--- config.mk ---
export PLATFORM = sky130hd
export DESIGN_NAME = pdsc_top
export DESIGN_NICKNAME = d
export VERILOG_FILES = /design/src/pdsc_pkg.sv /design/src/pdsc_lock_if.sv /design/src/pdsc_checker.sv /design/src/pdsc_domain.sv /design/src/pdsc_top.sv
export SDC_FILE = /design/constraint.sdc
export NUM_CORES = 1
export LEC_CHECK = 0
export BUFFER_PORTS_ARGS = -buffer_cell sky130_fd_sc_hd__buf_4
export CORE_MARGIN = 2
export CORE_UTILIZATION = 45
export CTS_BUF_LIST = sky130_fd_sc_hd__clkbuf_4
export DETAILED_ROUTE_END_ITERATION = 10
export PLACE_DENSITY = 0.68
export SYNTH_ARGS = -nofsm -noshare
export SYNTH_HDL_FRONTEND = slang
export SYNTH_SLANG_ARGS = --single-unit
--- constraint.sdc ---
create_clock -name clk_i -period 5 [get_ports clk_i]
set_input_delay 1.25 -clock clk_i [delete_from_list [all_inputs] [get_ports clk_i]]
set_output_delay 1.25 -clock clk_i [all_outputs]
set_load 0.1 [all_outputs]
--- src/pdsc_pkg.sv ---
// Shared constants and types of the power-domain shutdown block with its
// lockstep power-state checker and error flag group.
// Assumes a 32-bit classic Wishbone register bus and a single 25 MHz clock.
package pdsc_pkg;

    // Number of switchable logic domains.
    localparam int unsigned NUM_DOM = 4;

    // Register byte addresses.
    localparam logic [31:0] ADR_CLKDIS_SET   = 32'hFFFF0080;
    localparam logic [31:0] ADR_PWR_CTRL     = 32'hFFFF0090;
    localparam logic [31:0] ADR_PWR_STATE0   = 32'hFFFF00A0;
    localparam logic [31:0] ADR_CMP_STAT     = 32'hFFFF00B0;
    localparam logic [31:0] ADR_CHK_CTRL     = 32'hFFFF00B4;
    localparam logic [31:0] ADR_ERR_FLAGS    = 32'hFFFFF558;
    localparam logic [31:0] ADR_IRQ_EN_SET   = 32'hFFFFF560;
    localparam logic [31:0] ADR_PIN_EN_SET   = 32'hFFFFF564;
    localparam logic [31:0] ADR_IRQ_EN_CLR   = 32'hFFFFF568;
    localparam logic [31:0] ADR_PIN_EN_CLR   = 32'hFFFFF56C;

    // Field layout.
    localparam logic [3:0]  PD_CODE          = 4'hA;
    localparam int unsigned PD_FIELD_W       = 4;
    localparam int unsigned CMP_FLAG_LSB     = 16;
    localparam int unsigned ERR_CH_PWR       = 6;   // Channel 38 of group 1.
    localparam int unsigned ERR_CH_ST        = 7;   // Channel 39 of group 1.

    // Power-state field encodings.
    localparam logic [1:0]  ST_OFF           = 2'h0;
    localparam logic [1:0]  ST_ON            = 2'h1;
    localparam logic [1:0]  ST_BUSY          = 2'h2;

    // Reset values.
    localparam logic [31:0] RESET_VECTOR     = 32'h00000000;
    localparam logic [31:0] DATA_RST         = 32'h00000000;

    // Timing.
    localparam int unsigned CLK_PERIOD_NS    = 40;
    localparam int unsigned PG_SETTLE_NS     = 1000;
    localparam int unsigned PG_SETTLE_CYC    =
        (PG_SETTLE_NS + CLK_PERIOD_NS - 1) / CLK_PERIOD_NS;
    localparam int unsigned BOOT_CYC         = 3;

    // Per-domain sequencer states.
    typedef enum logic [2:0] {
        DOM_BOOT,
        DOM_ON,
        DOM_DRAIN,
        DOM_SETTLE,
        DOM_OFF
    } pdsc_dom_t;

endpackage : pdsc_pkg

--- src/pdsc_lock_if.sv ---
// Lockstep bundle between the power-state controller pair and the checker.
// Assumes both controller copies run on the same clock as the checker.
`timescale 1ns/1ps
interface pdsc_lock_if #(parameter int unsigned N = 4);
    logic [2*N-1:0] p_state;
    logic [2*N-1:0] d_state;
    logic [N-1:0]   p_pwr;
    logic [N-1:0]   d_pwr;
    logic           active;
    logic           inject;

    modport ctrl (output p_state, output d_state, output p_pwr, output d_pwr,
                  output active, output inject);
    modport mon  (input p_state, input d_state, input p_pwr, input d_pwr,
                  input active, input inject);
endinterface : pdsc_lock_if

--- src/pdsc_checker.sv ---
// Lockstep comparator of the power-state controller and its diagnostic copy.
// Assumes both copies are fed from the same clock and reset.
`timescale 1ns/1ps
module pdsc_checker #(
    parameter int unsigned N = 4
) (
    input  wire logic     clk_i,
    input  wire logic     rst_i,
    pdsc_lock_if.mon      lk,
    output logic [N-1:0]  mism_pwr_o,
    output logic [N-1:0]  mism_st_o
);
    logic [N-1:0] pwr_d;
    logic [N-1:0] st_d;

    always_comb
    begin
        pwr_d = '0;
        st_d  = '0;
        for (int i = 0; i < int'(N); i++)
        begin
            pwr_d[i] = lk.active && (lk.p_pwr[i] != lk.d_pwr[i]);
            st_d[i]  = lk.active && (lk.p_state[2*i +: 2] != lk.d_state[2*i +: 2]);
        end
    end

    // One register stage keeps the compare off the bus timing path.
    always_ff @(posedge clk_i)
    begin
        if (rst_i)
        begin
            mism_pwr_o <= '0;
            mism_st_o  <= '0;
        end
        else
        begin
            mism_pwr_o <= pwr_d;
            mism_st_o  <= st_d;
        end
    end

    property p_lock_mismatch;
        @(posedge clk_i) disable iff (rst_i)
        (lk.active && (lk.p_pwr != lk.d_pwr)) |=> (mism_pwr_o != '0);
    endproperty
    a_lock_mismatch: assert property (p_lock_mismatch)
        else $error("power-enable difference not flagged");

    property p_no_false;
        @(posedge clk_i) disable iff (rst_i)
        !lk.inject [*2] |=> (mism_pwr_o == '0) && (mism_st_o == '0);
    endproperty
    a_no_false: assert property (p_no_false)
        else $error("compare error without any injected difference");

endmodule : pdsc_checker

--- src/pdsc_domain.sv ---
// Power sequencer of one switchable logic domain.
// Assumes synchronised power-good and strap inputs on the common clock.
`timescale 1ns/1ps
module pdsc_domain #(
    parameter int unsigned SETTLE_CYC = pdsc_pkg::PG_SETTLE_CYC,
    parameter int unsigned BOOT_LEN   = pdsc_pkg::BOOT_CYC
) (
    input  wire logic       clk_i,
    input  wire logic       rst_i,
    input  wire logic       otp_off_i,
    input  wire logic       start_i,
    input  wire logic       pg_i,
    output logic [1:0]      state_o,
    output logic            pwr_en_o
);
    localparam int unsigned CW = $clog2(SETTLE_CYC + BOOT_LEN + 1);

    pdsc_pkg::pdsc_dom_t st_q;
    pdsc_pkg::pdsc_dom_t st_d;
    logic [CW-1:0]       cnt_q;
    logic [CW-1:0]       cnt_d;

    // Next state; only a system reset leaves the off state.
    always_comb
    begin
        st_d  = st_q;
        cnt_d = cnt_q;
        case (st_q)
            pdsc_pkg::DOM_BOOT:
            begin
                if (cnt_q == CW'(BOOT_LEN - 1))
                begin
                    cnt_d = '0;
                    st_d  = otp_off_i ? pdsc_pkg::DOM_DRAIN : pdsc_pkg::DOM_ON;
                end
                else
                begin
                    cnt_d = cnt_q + CW'(1);
                end
            end
            pdsc_pkg::DOM_ON:
            begin
                if (start_i)
                begin
                    st_d = pdsc_pkg::DOM_DRAIN;
                end
            end
            pdsc_pkg::DOM_DRAIN:
            begin
                if (!pg_i)
                begin
                    st_d  = pdsc_pkg::DOM_SETTLE;
                    cnt_d = '0;
                end
            end
            pdsc_pkg::DOM_SETTLE:
            begin
                if (cnt_q == CW'(SETTLE_CYC - 1))
                begin
                    st_d = pdsc_pkg::DOM_OFF;
                end
                else
                begin
                    cnt_d = cnt_q + CW'(1);
                end
            end
            default:
            begin
                st_d = pdsc_pkg::DOM_OFF;
            end
        endcase
    end

    // State registers.
    always_ff @(posedge clk_i)
    begin
        if (rst_i)
        begin
            st_q  <= pdsc_pkg::DOM_BOOT;
            cnt_q <= '0;
        end
        else
        begin
            st_q  <= st_d;
            cnt_q <= cnt_d;
        end
    end

    assign state_o  = (st_q == pdsc_pkg::DOM_OFF) ? pdsc_pkg::ST_OFF :
                      (st_q == pdsc_pkg::DOM_ON)  ? pdsc_pkg::ST_ON  : pdsc_pkg::ST_BUSY;
    assign pwr_en_o = (st_q == pdsc_pkg::DOM_ON);

endmodule : pdsc_domain

--- src/pdsc_top.sv ---
// Power-domain shutdown block: per-domain sequencers in duplicate, lockstep
// checker, compare flags, group 1 error flags and warm-reset vector output.
// Assumes a classic Wishbone master on clk_i; power-good, strap and warm-reset
// pins arrive asynchronously and are synchronised here.
`timescale 1ns/1ps
// Notes on behaviour
// - Power-down alone never yields a compare error.
// - Strap keeps a domain off from reset.
// - Code 0xA in a field starts power-down once that domain's clock is disabled.
// - State field reads 00 once fully off.
// - Writing 0x000F0000 clears all compare flags.
// - Persisting mismatch sets its flag again immediately.
// - Compare errors report on channels 38, 39.
// - Writing 0xC0 clears channel 38, 39 flags.
// - Off domain returns only by system reset.
// - Warm reset restarts CPU at address zero.
// - Controller and copy compared after initialization.
module pdsc_top #(
    parameter int unsigned N = pdsc_pkg::NUM_DOM
) (
    input  wire logic         clk_i,
    input  wire logic         rst_i,
    input  wire logic         cyc_i,
    input  wire logic         stb_i,
    input  wire logic         we_i,
    input  wire logic [3:0]   sel_i,
    input  wire logic [31:0]  adr_i,
    input  wire logic [31:0]  dat_i,
    output logic [31:0]       dat_o,
    output logic              ack_o,
    input  wire logic [N-1:0] otp_dom_off_i,
    input  wire logic [N-1:0] dom_pg_i,
    input  wire logic         warm_rst_i,
    output logic [N-1:0]      dom_pwr_en_o,
    output logic [N-1:0]      dom_clk_en_o,
    output logic              irq_o,
    output logic              error_pin_n_o,
    output logic              cpu_rst_o,
    output logic [31:0]       cpu_reset_vector_o
);
    // Pin synchronisers; only the second stages are read by logic.
    logic [N-1:0] otp_m_q;
    logic [N-1:0] otp_s_q;
    logic [N-1:0] pg_m_q;
    logic [N-1:0] pg_s_q;
    logic         warm_m_q;
    logic         warm_s_q;

    always_ff @(posedge clk_i)
    begin
        if (rst_i)
        begin
            otp_m_q  <= '0;
            otp_s_q  <= '0;
            pg_m_q   <= '0;
            pg_s_q   <= '0;
            warm_m_q <= 1'b0;
            warm_s_q <= 1'b0;
        end
        else
        begin
            otp_m_q  <= otp_dom_off_i;
            otp_s_q  <= otp_m_q;
            pg_m_q   <= dom_pg_i;
            pg_s_q   <= pg_m_q;
            warm_m_q <= warm_rst_i;
            warm_s_q <= warm_m_q;
        end
    end

    // Register state.
    logic [N-1:0]   clkdis_q, clkdis_d;
    logic [4*N-1:0] pwrctl_q, pwrctl_d;
    logic           inject_q, inject_d;
    logic [N-1:0]   cmp_q, cmp_d;
    logic [1:0]     err_q, err_d;
    logic [1:0]     irq_en_q, irq_en_d;
    logic [1:0]     pin_en_q, pin_en_d;
    logic           active_q, active_d;
    logic           ack_q;
    logic [31:0]    dat_q, dat_d;

    logic           wr;
    logic           rd;
    logic [31:0]    wmask;
    logic [N-1:0]   start;
    logic [N-1:0]   mism_pwr;
    logic [N-1:0]   mism_st;
    logic [N-1:0]   mism;

    pdsc_lock_if #(.N(N)) lk ();

    assign wr    = cyc_i && stb_i && we_i && !ack_q;
    assign rd    = cyc_i && stb_i && !we_i && !ack_q;
    assign wmask = {{8{sel_i[3]}}, {8{sel_i[2]}}, {8{sel_i[1]}}, {8{sel_i[0]}}};
    assign mism  = mism_pwr | mism_st;

    // Primary controller and its diagnostic copy share every input but power-good
    // injection, so a shutdown never makes them disagree on its own.
    // identical copy inputs
    genvar g;
    generate
        for (g = 0; g < int'(N); g++)
        begin : g_dom
            assign start[g] = wr && (adr_i == pdsc_pkg::ADR_PWR_CTRL) && sel_i[g/2]
                              && (dat_i[4*g +: 4] == pdsc_pkg::PD_CODE) && clkdis_q[g];
            pdsc_domain u_pri (
                .clk_i     (clk_i),
                .rst_i     (rst_i),
                .otp_off_i (otp_s_q[g]),
                .start_i   (start[g]),
                .pg_i      (pg_s_q[g]),
                .state_o   (lk.p_state[2*g +: 2]),
                .pwr_en_o  (lk.p_pwr[g])
            );
            pdsc_domain u_diag (
                .clk_i     (clk_i),
                .rst_i     (rst_i),
                .otp_off_i (otp_s_q[g]),
                .start_i   (start[g]),
                .pg_i      (pg_s_q[g] ^ inject_q),
                .state_o   (lk.d_state[2*g +: 2]),
                .pwr_en_o  (lk.d_pwr[g])
            );
        end
    endgenerate

    assign lk.active = active_q;
    assign lk.inject = inject_q;

    pdsc_checker #(.N(N)) u_chk (
        .clk_i      (clk_i),
        .rst_i      (rst_i),
        .lk         (lk),
        .mism_pwr_o (mism_pwr),
        .mism_st_o  (mism_st)
    );

    // Register writes, flag updates and read mux. Hardware sets win over clears.
    always_comb
    begin
        clkdis_d = clkdis_q;
        pwrctl_d = pwrctl_q;
        inject_d = inject_q;
        irq_en_d = irq_en_q;
        pin_en_d = pin_en_q;
        cmp_d    = cmp_q;
        err_d    = err_q;
        dat_d    = pdsc_pkg::DATA_RST;
        // Comparison starts once every primary sequencer has left boot.
        active_d = active_q;
        if (!active_q)
        begin
            active_d = 1'b1;
            for (int i = 0; i < int'(N); i++)
            begin
                if (lk.p_state[2*i +: 2] == pdsc_pkg::ST_BUSY && !lk.p_pwr[i]
                    && otp_s_q[i] == 1'b0 && lk.p_state[2*i +: 2] != pdsc_pkg::ST_OFF)
                begin
                    active_d = 1'b0;
                end
            end
        end
        if (wr)
        begin
            if (adr_i == pdsc_pkg::ADR_CLKDIS_SET)
            begin
                clkdis_d = clkdis_q | (dat_i[N-1:0] & wmask[N-1:0]);
            end
            else if (adr_i == pdsc_pkg::ADR_PWR_CTRL)
            begin
                pwrctl_d = (pwrctl_q & ~wmask[4*N-1:0]) | (dat_i[4*N-1:0] & wmask[4*N-1:0]);
            end
            else if (adr_i == pdsc_pkg::ADR_CMP_STAT)
            begin
                cmp_d = cmp_q & ~(dat_i[pdsc_pkg::CMP_FLAG_LSB +: N]
                                  & wmask[pdsc_pkg::CMP_FLAG_LSB +: N]);
            end
            else if (adr_i == pdsc_pkg::ADR_CHK_CTRL)
            begin
                inject_d = sel_i[0] ? dat_i[0] : inject_q;
            end
            else if (adr_i == pdsc_pkg::ADR_ERR_FLAGS)
            begin
                err_d = err_q & ~(dat_i[pdsc_pkg::ERR_CH_PWR +: 2] & {2{sel_i[0]}});
            end
            else if (adr_i == pdsc_pkg::ADR_IRQ_EN_SET)
            begin
                irq_en_d = irq_en_q | (dat_i[pdsc_pkg::ERR_CH_PWR +: 2] & {2{sel_i[0]}});
            end
            else if (adr_i == pdsc_pkg::ADR_PIN_EN_SET)
            begin
                pin_en_d = pin_en_q | (dat_i[pdsc_pkg::ERR_CH_PWR +: 2] & {2{sel_i[0]}});
            end
            else if (adr_i == pdsc_pkg::ADR_IRQ_EN_CLR)
            begin
                irq_en_d = irq_en_q & ~(dat_i[pdsc_pkg::ERR_CH_PWR +: 2] & {2{sel_i[0]}});
            end
            else if (adr_i == pdsc_pkg::ADR_PIN_EN_CLR)
            begin
                pin_en_d = pin_en_q & ~(dat_i[pdsc_pkg::ERR_CH_PWR +: 2] & {2{sel_i[0]}});
            end
        end
        cmp_d = cmp_d | mism;
        err_d = err_d | {(|mism_st), (|mism_pwr)};
        if (rd)
        begin
            if (adr_i == pdsc_pkg::ADR_CLKDIS_SET)
            begin
                dat_d[N-1:0] = clkdis_q;
            end
            else if (adr_i == pdsc_pkg::ADR_PWR_CTRL)
            begin
                dat_d[4*N-1:0] = pwrctl_q;
            end
            else if (adr_i[31:4] == pdsc_pkg::ADR_PWR_STATE0[31:4])
            begin
                dat_d[1:0] = lk.p_state[2*adr_i[3:2] +: 2];
            end
            else if (adr_i == pdsc_pkg::ADR_CMP_STAT)
            begin
                dat_d[pdsc_pkg::CMP_FLAG_LSB +: N] = cmp_q;
            end
            else if (adr_i == pdsc_pkg::ADR_CHK_CTRL)
            begin
                dat_d[0] = inject_q;
            end
            else if (adr_i == pdsc_pkg::ADR_ERR_FLAGS)
            begin
                dat_d[pdsc_pkg::ERR_CH_PWR +: 2] = err_q;
            end
            else if (adr_i == pdsc_pkg::ADR_IRQ_EN_SET)
            begin
                dat_d[pdsc_pkg::ERR_CH_PWR +: 2] = irq_en_q;
            end
            else if (adr_i == pdsc_pkg::ADR_PIN_EN_SET)
            begin
                dat_d[pdsc_pkg::ERR_CH_PWR +: 2] = pin_en_q;
            end
        end
    end

    // Registers and registered outputs. A warm reset touches only the CPU reset.
    always_ff @(posedge clk_i)
    begin
        if (rst_i)
        begin
            clkdis_q           <= '0;
            pwrctl_q           <= '0;
            inject_q           <= 1'b0;
            cmp_q              <= '0;
            err_q              <= '0;
            irq_en_q           <= '0;
            pin_en_q           <= '0;
            active_q           <= 1'b0;
            ack_q              <= 1'b0;
            dat_q              <= pdsc_pkg::DATA_RST;
            dom_pwr_en_o       <= '0;
            dom_clk_en_o       <= '0;
            irq_o              <= 1'b0;
            error_pin_n_o      <= 1'b1;
            cpu_rst_o          <= 1'b1;
            cpu_reset_vector_o <= pdsc_pkg::RESET_VECTOR;
        end
        else
        begin
            clkdis_q           <= clkdis_d;
            pwrctl_q           <= pwrctl_d;
            inject_q           <= inject_d;
            cmp_q              <= cmp_d;
            err_q              <= err_d;
            irq_en_q           <= irq_en_d;
            pin_en_q           <= pin_en_d;
            active_q           <= active_d;
            ack_q              <= cyc_i && stb_i && !ack_q;
            dat_q              <= dat_d;
            dom_pwr_en_o       <= lk.p_pwr;
            dom_clk_en_o       <= lk.p_pwr & ~clkdis_q;
            irq_o              <= |(err_q & irq_en_q);
            error_pin_n_o      <= ~|(err_q & pin_en_q);
            cpu_rst_o          <= warm_s_q;
            cpu_reset_vector_o <= pdsc_pkg::RESET_VECTOR;
        end
    end

    assign ack_o = ack_q;
    assign dat_o = dat_q;

    property p_start;
        @(posedge clk_i) disable iff (rst_i)
        start[0] && (lk.p_state[1:0] == pdsc_pkg::ST_ON) |=> lk.p_state[1:0] == pdsc_pkg::ST_BUSY;
    endproperty
    a_start: assert property (p_start)
        else $error("power-down code did not start shutdown");

    property p_busy;
        @(posedge clk_i) disable iff (rst_i)
        $past(lk.p_state[1:0]) == pdsc_pkg::ST_ON && lk.p_state[1:0] != pdsc_pkg::ST_ON
        |-> lk.p_state[1:0] == pdsc_pkg::ST_BUSY [*2];
    endproperty
    a_busy: assert property (p_busy)
        else $error("state field left on without showing busy");

    property p_stay_off;
        @(posedge clk_i) disable iff (rst_i)
        lk.p_state[1:0] == pdsc_pkg::ST_OFF |=> lk.p_state[1:0] == pdsc_pkg::ST_OFF && !lk.p_pwr[0];
    endproperty
    a_stay_off: assert property (p_stay_off)
        else $error("off domain came back without system reset");

    property p_strap;
        @(posedge clk_i) disable iff (rst_i)
        $fell(rst_i) ##2 otp_s_q[N-1] |-> !lk.p_pwr[N-1] [*6];
    endproperty
    a_strap: assert property (p_strap)
        else $error("strapped-off domain was powered");

    property p_cmp_clr;
        @(posedge clk_i) disable iff (rst_i)
        wr && adr_i == pdsc_pkg::ADR_CMP_STAT && dat_i == 32'h000F0000 && sel_i == 4'hF
        && mism == '0 |=> cmp_q == '0;
    endproperty
    a_cmp_clr: assert property (p_cmp_clr)
        else $error("compare flags not cleared");

    property p_reset_flag;
        @(posedge clk_i) disable iff (rst_i)
        (mism != '0) |=> ((cmp_q & $past(mism)) == $past(mism)) && err_q != 2'h0;
    endproperty
    a_reset_flag: assert property (p_reset_flag)
        else $error("persisting mismatch did not set its flags");

    property p_err_clr;
        @(posedge clk_i) disable iff (rst_i)
        wr && adr_i == pdsc_pkg::ADR_ERR_FLAGS && dat_i == 32'h000000C0 && sel_i[0]
        && mism == '0 |=> err_q == 2'h0 ##2 irq_o == 1'b0;
    endproperty
    a_err_clr: assert property (p_err_clr)
        else $error("channel 38 and 39 flags not cleared");

    property p_warm;
        @(posedge clk_i) disable iff (rst_i)
        $rose(warm_s_q) |=> cpu_rst_o && cpu_reset_vector_o == 32'h00000000;
    endproperty
    a_warm: assert property (p_warm)
        else $error("warm reset did not restart the CPU at zero");

endmodule : pdsc_top

==> key figures <==
Clock network
  – Post_cts resized: 0
  – Clock Tree Buf Depth: 2
  – Clock sink count: between 150 and 200
  – CTS tree: done
  – Clock slew at reported path FFs: 0.14 ns
  – CTS Buf Count: 17
  – H-Tree Depth: 4
  – Root Buffer: clkbuf_4
  – Hold_buf cts: 0
  – Post-CTS Setup Inserts: 0
  – Clk_lat worst skew: 0.58 ns

Worst setup path
  – Reg2reg start: ack_o$_SDFF_PP0_
  – CP required: about 5.5 ns
  – Crit-path max cell delay: 0.58 ns
  – Worst Path Max Fanout: 7
  – Worst EP arrival: roughly 3.6 ns
  – Crit-path cells: buf_4, or4b_4, or4_4, nor4_4, buf_4, a31oi_1, a2111oi_2
  – Crit end category: flip-flop
  – Crit Path Class: in -> reg
  – Critical path's top delay family: simple AND/OR/NAND/NOR gates
  – Crit. path cell count: 7
  – Slowest CP cell: or4b_4
  – Most used cell, CP: buf_4
  – Crit path buf inv count: 2
  – Worst Setup SP: adr_i[6]
  – Register-to-Register Path Depth: 6
  – CP Launch Type: primary input

Hold path
  – Hold depth: 1
  – Hold_sp: warm_s_q$_SDFF_PP0_
  – Worst Hold Class: reg -> reg

Pwr
  – Combinational share of power: 34.7%
  – Net Switching: 1.44 mW
  – Lkg Pwr: ~3.5 nW
  – Cell Pwr Density: 406 mW/mm^2
  – Int Power: 2.09 mW
  – Flop pwr share: 43.8%
  – Switching share of power: 40.9%
  – Total power: 3.53 mW
  – Clk pwr share: 21.5%
  – Worst vdd ir: roughly 190 uV

STA
  – Hold Violations, Final: 0
  – Fin Setup TNS: 0 ns
  – F_max: approximately 0.32 GHz
  – Worst rel slew slack: 33.3%
  – Final Cycle Share: 62.0%
  – Layout Skew: ~0.016 ns
  – RSZ-0062 raised after global routing: no
  – Max Slew Vio Count: 0
  – Worst Tran Pin Value: 0.987 ns
  – Fin crit period: 3.10 ns
  – Final setup margin: 1.90 ns
  – Setup Viol. Count Final: 0

Die
  – DIE AREA: 0.0181 mm^2
  – Io pins: 158
  – Die width: 135 um
  – Core area: 0.0166 mm^2
  – # rows: 47
  – Die H: around 130 um
  – Starting density of the core: 46.1%

Layout
  – Layout cells sized above 1: 15.8%
  – Fillers: 1,582
  – Area grow syn2layout: 13.4%
  – Nets: 1,069

Routing
  – Initial drt markers: 432
  – Drt via density: 5.21
  – Total number of vias: between 6,000 and 7,000
  – Residual DRC count: 0
  – Routed wire length per instance: 13.8 um
  – First-pass detailed-route iteration total: 5
  – Detail Route Antenna Nets: 0
  – Routed WL: 16,500 um

Synthesis
  – Number of synthesized register bits: 154
  – Post-synth EDFFs: 0
  – Post-synth top area share: 40.2%
  – Post-synthesis sequential area ratio: 40.2%
  – Top_reg_cell synth: dfxtp_1
  – Yosys top cell by area: dfxtp_1
  – Mapped Cells: 877
  – Number of distinct library cells after synthesis: 67
  – Yosys warns: 0
  – Synthesized area: 0.00767 mm^2
  – Top cells by area, synth: dfxtp_1, nor2_1, mux2i_1, buf_4, ha_1
  – Mean Syn Cell Area: 8.75 um^2
  – FFs w/ async S/R, synth: 0%

Global routing
  – Global-route usage over all layers: 18.3%
  – Total grt overflow: 0
  – Initial antenna violation count: 1
  – Vias in the first global route: 5,392
  – Largest net degree at the start of global routing: 79
  – First-pass GRT wire length: 26,400 um

Flow run
  – MaxCap Viol Count: 0

Outcome
  – Status: finished, final reports clean

Placement
  – DP HPWL: ~12,000 um
  – Gpl congestion: 0.837
  – Setup Slack @ Placement: approximately 1.3 ns
  – I/O Buffers: 100
## routing by layer
layer	part of all wire (%)	vias up	global-route usage, %
met2	45	180	28.6
met1	47	2850	24.6
li1	-	3184	-
met4	1.9	0	6.55
met3	6.2	24	4.54
met5	0	-	0
## power groups by stage
stage	Sequential (mW)	Clock, mW	Combinational (mW)
finish	1.55	0.761	1.23
global route	1.58	0.842	1.36
CTS	1.54	0.786	1.23
detailed placement	1.57	0	1.22
global placement	1.57	0	1.21
floorplan	1.56	0	1.02
## cell type report
class | instances | area [um^2] | area share, %
clock inverters | 15 | 158 | 1.81
diodes | 1 | 2.50 | 0.0288
repair buffers | 103 | 773 | 8.89
well taps | 220 | 275 | 3.16
clock buffers | 17 | 128 | 1.47
inverters | 42 | 158 | 1.81
flip-flops and latches | 154 | 3080 | 35.4
multi-input cells | 645 | 4120 | 47.4
## synth_stat cells (all sizes together) (8+ instances only)
cell type	number
and2	19
inv	41
a311oi	12
dfxtp	154
nor3	28
nor2b	24
nand4b	13
a31oi	15
nand4	9
nand3	22
and3	8
nor4	14
a21oi	29
o21ai	24
xor2	14
xnor2	28
ha	24
nor2	123
clkbuf	32
buf	47
mux2i	35
a211oi	12
nand2	49
## cell families after synthesis
kind of cell / after synthesis / share of synthesized area (%)
flip-flops: 154 / 40.2
multiplexers: 37 / 5.15
other: 1 / 0.0489
XOR/XNOR: 42 / 4.80
AO/OA/AOI/OAI: 142 / 12.6
AND/OR/NAND/NOR: 356 / 25.1
buffers and inverters: 121 / 8.17
adder cells (fa/ha/maj): 24 / 3.92
## path summary, 6_finish.rpt
kind | to | slack, ns
max | g_dom[0].u_diag.st_q[1]$_SDFFE_PP0P_ | 1.90
min | cpu_rst_o$_SDFF_PP1_ | 0.42
max reg2reg | g_dom[0].u_diag.st_q[1]$_SDFFE_PP0P_ | 2.51
min reg2reg | cpu_rst_o$_SDFF_PP1_ | 0.42
## cells in the final DEF, fill, tap and decap left out, types with 22 or more instances in the layout
cell       n
nor2b_1   24
dfxtp_1  154
ha_1      24
mux2i_1   35
nor2_1   123
a21oi_1   28
conb_1    44
buf_4    103
inv_1     41
nand3_1   22
xnor2_1   28
o21ai_0   23
nand2_1   49
nor3_1    28
## metrics by stage
stage          cell area, um^2  utilization (%)  cells  hold slack [ns]
3_5_place_dp              8410             50.5   1164            0.402
4_1_cts                   8700             52.3   1196            0.430
2_1_floorplan             7830                -    920            0.389
3_3_place_gp              8410             50.5   1164            0.393
5_1_grt                   8700             52.3   1197            0.456
6_report                  8700             52.3   1197            0.424
Note: power is estimated with default switching activity, not from simulation.
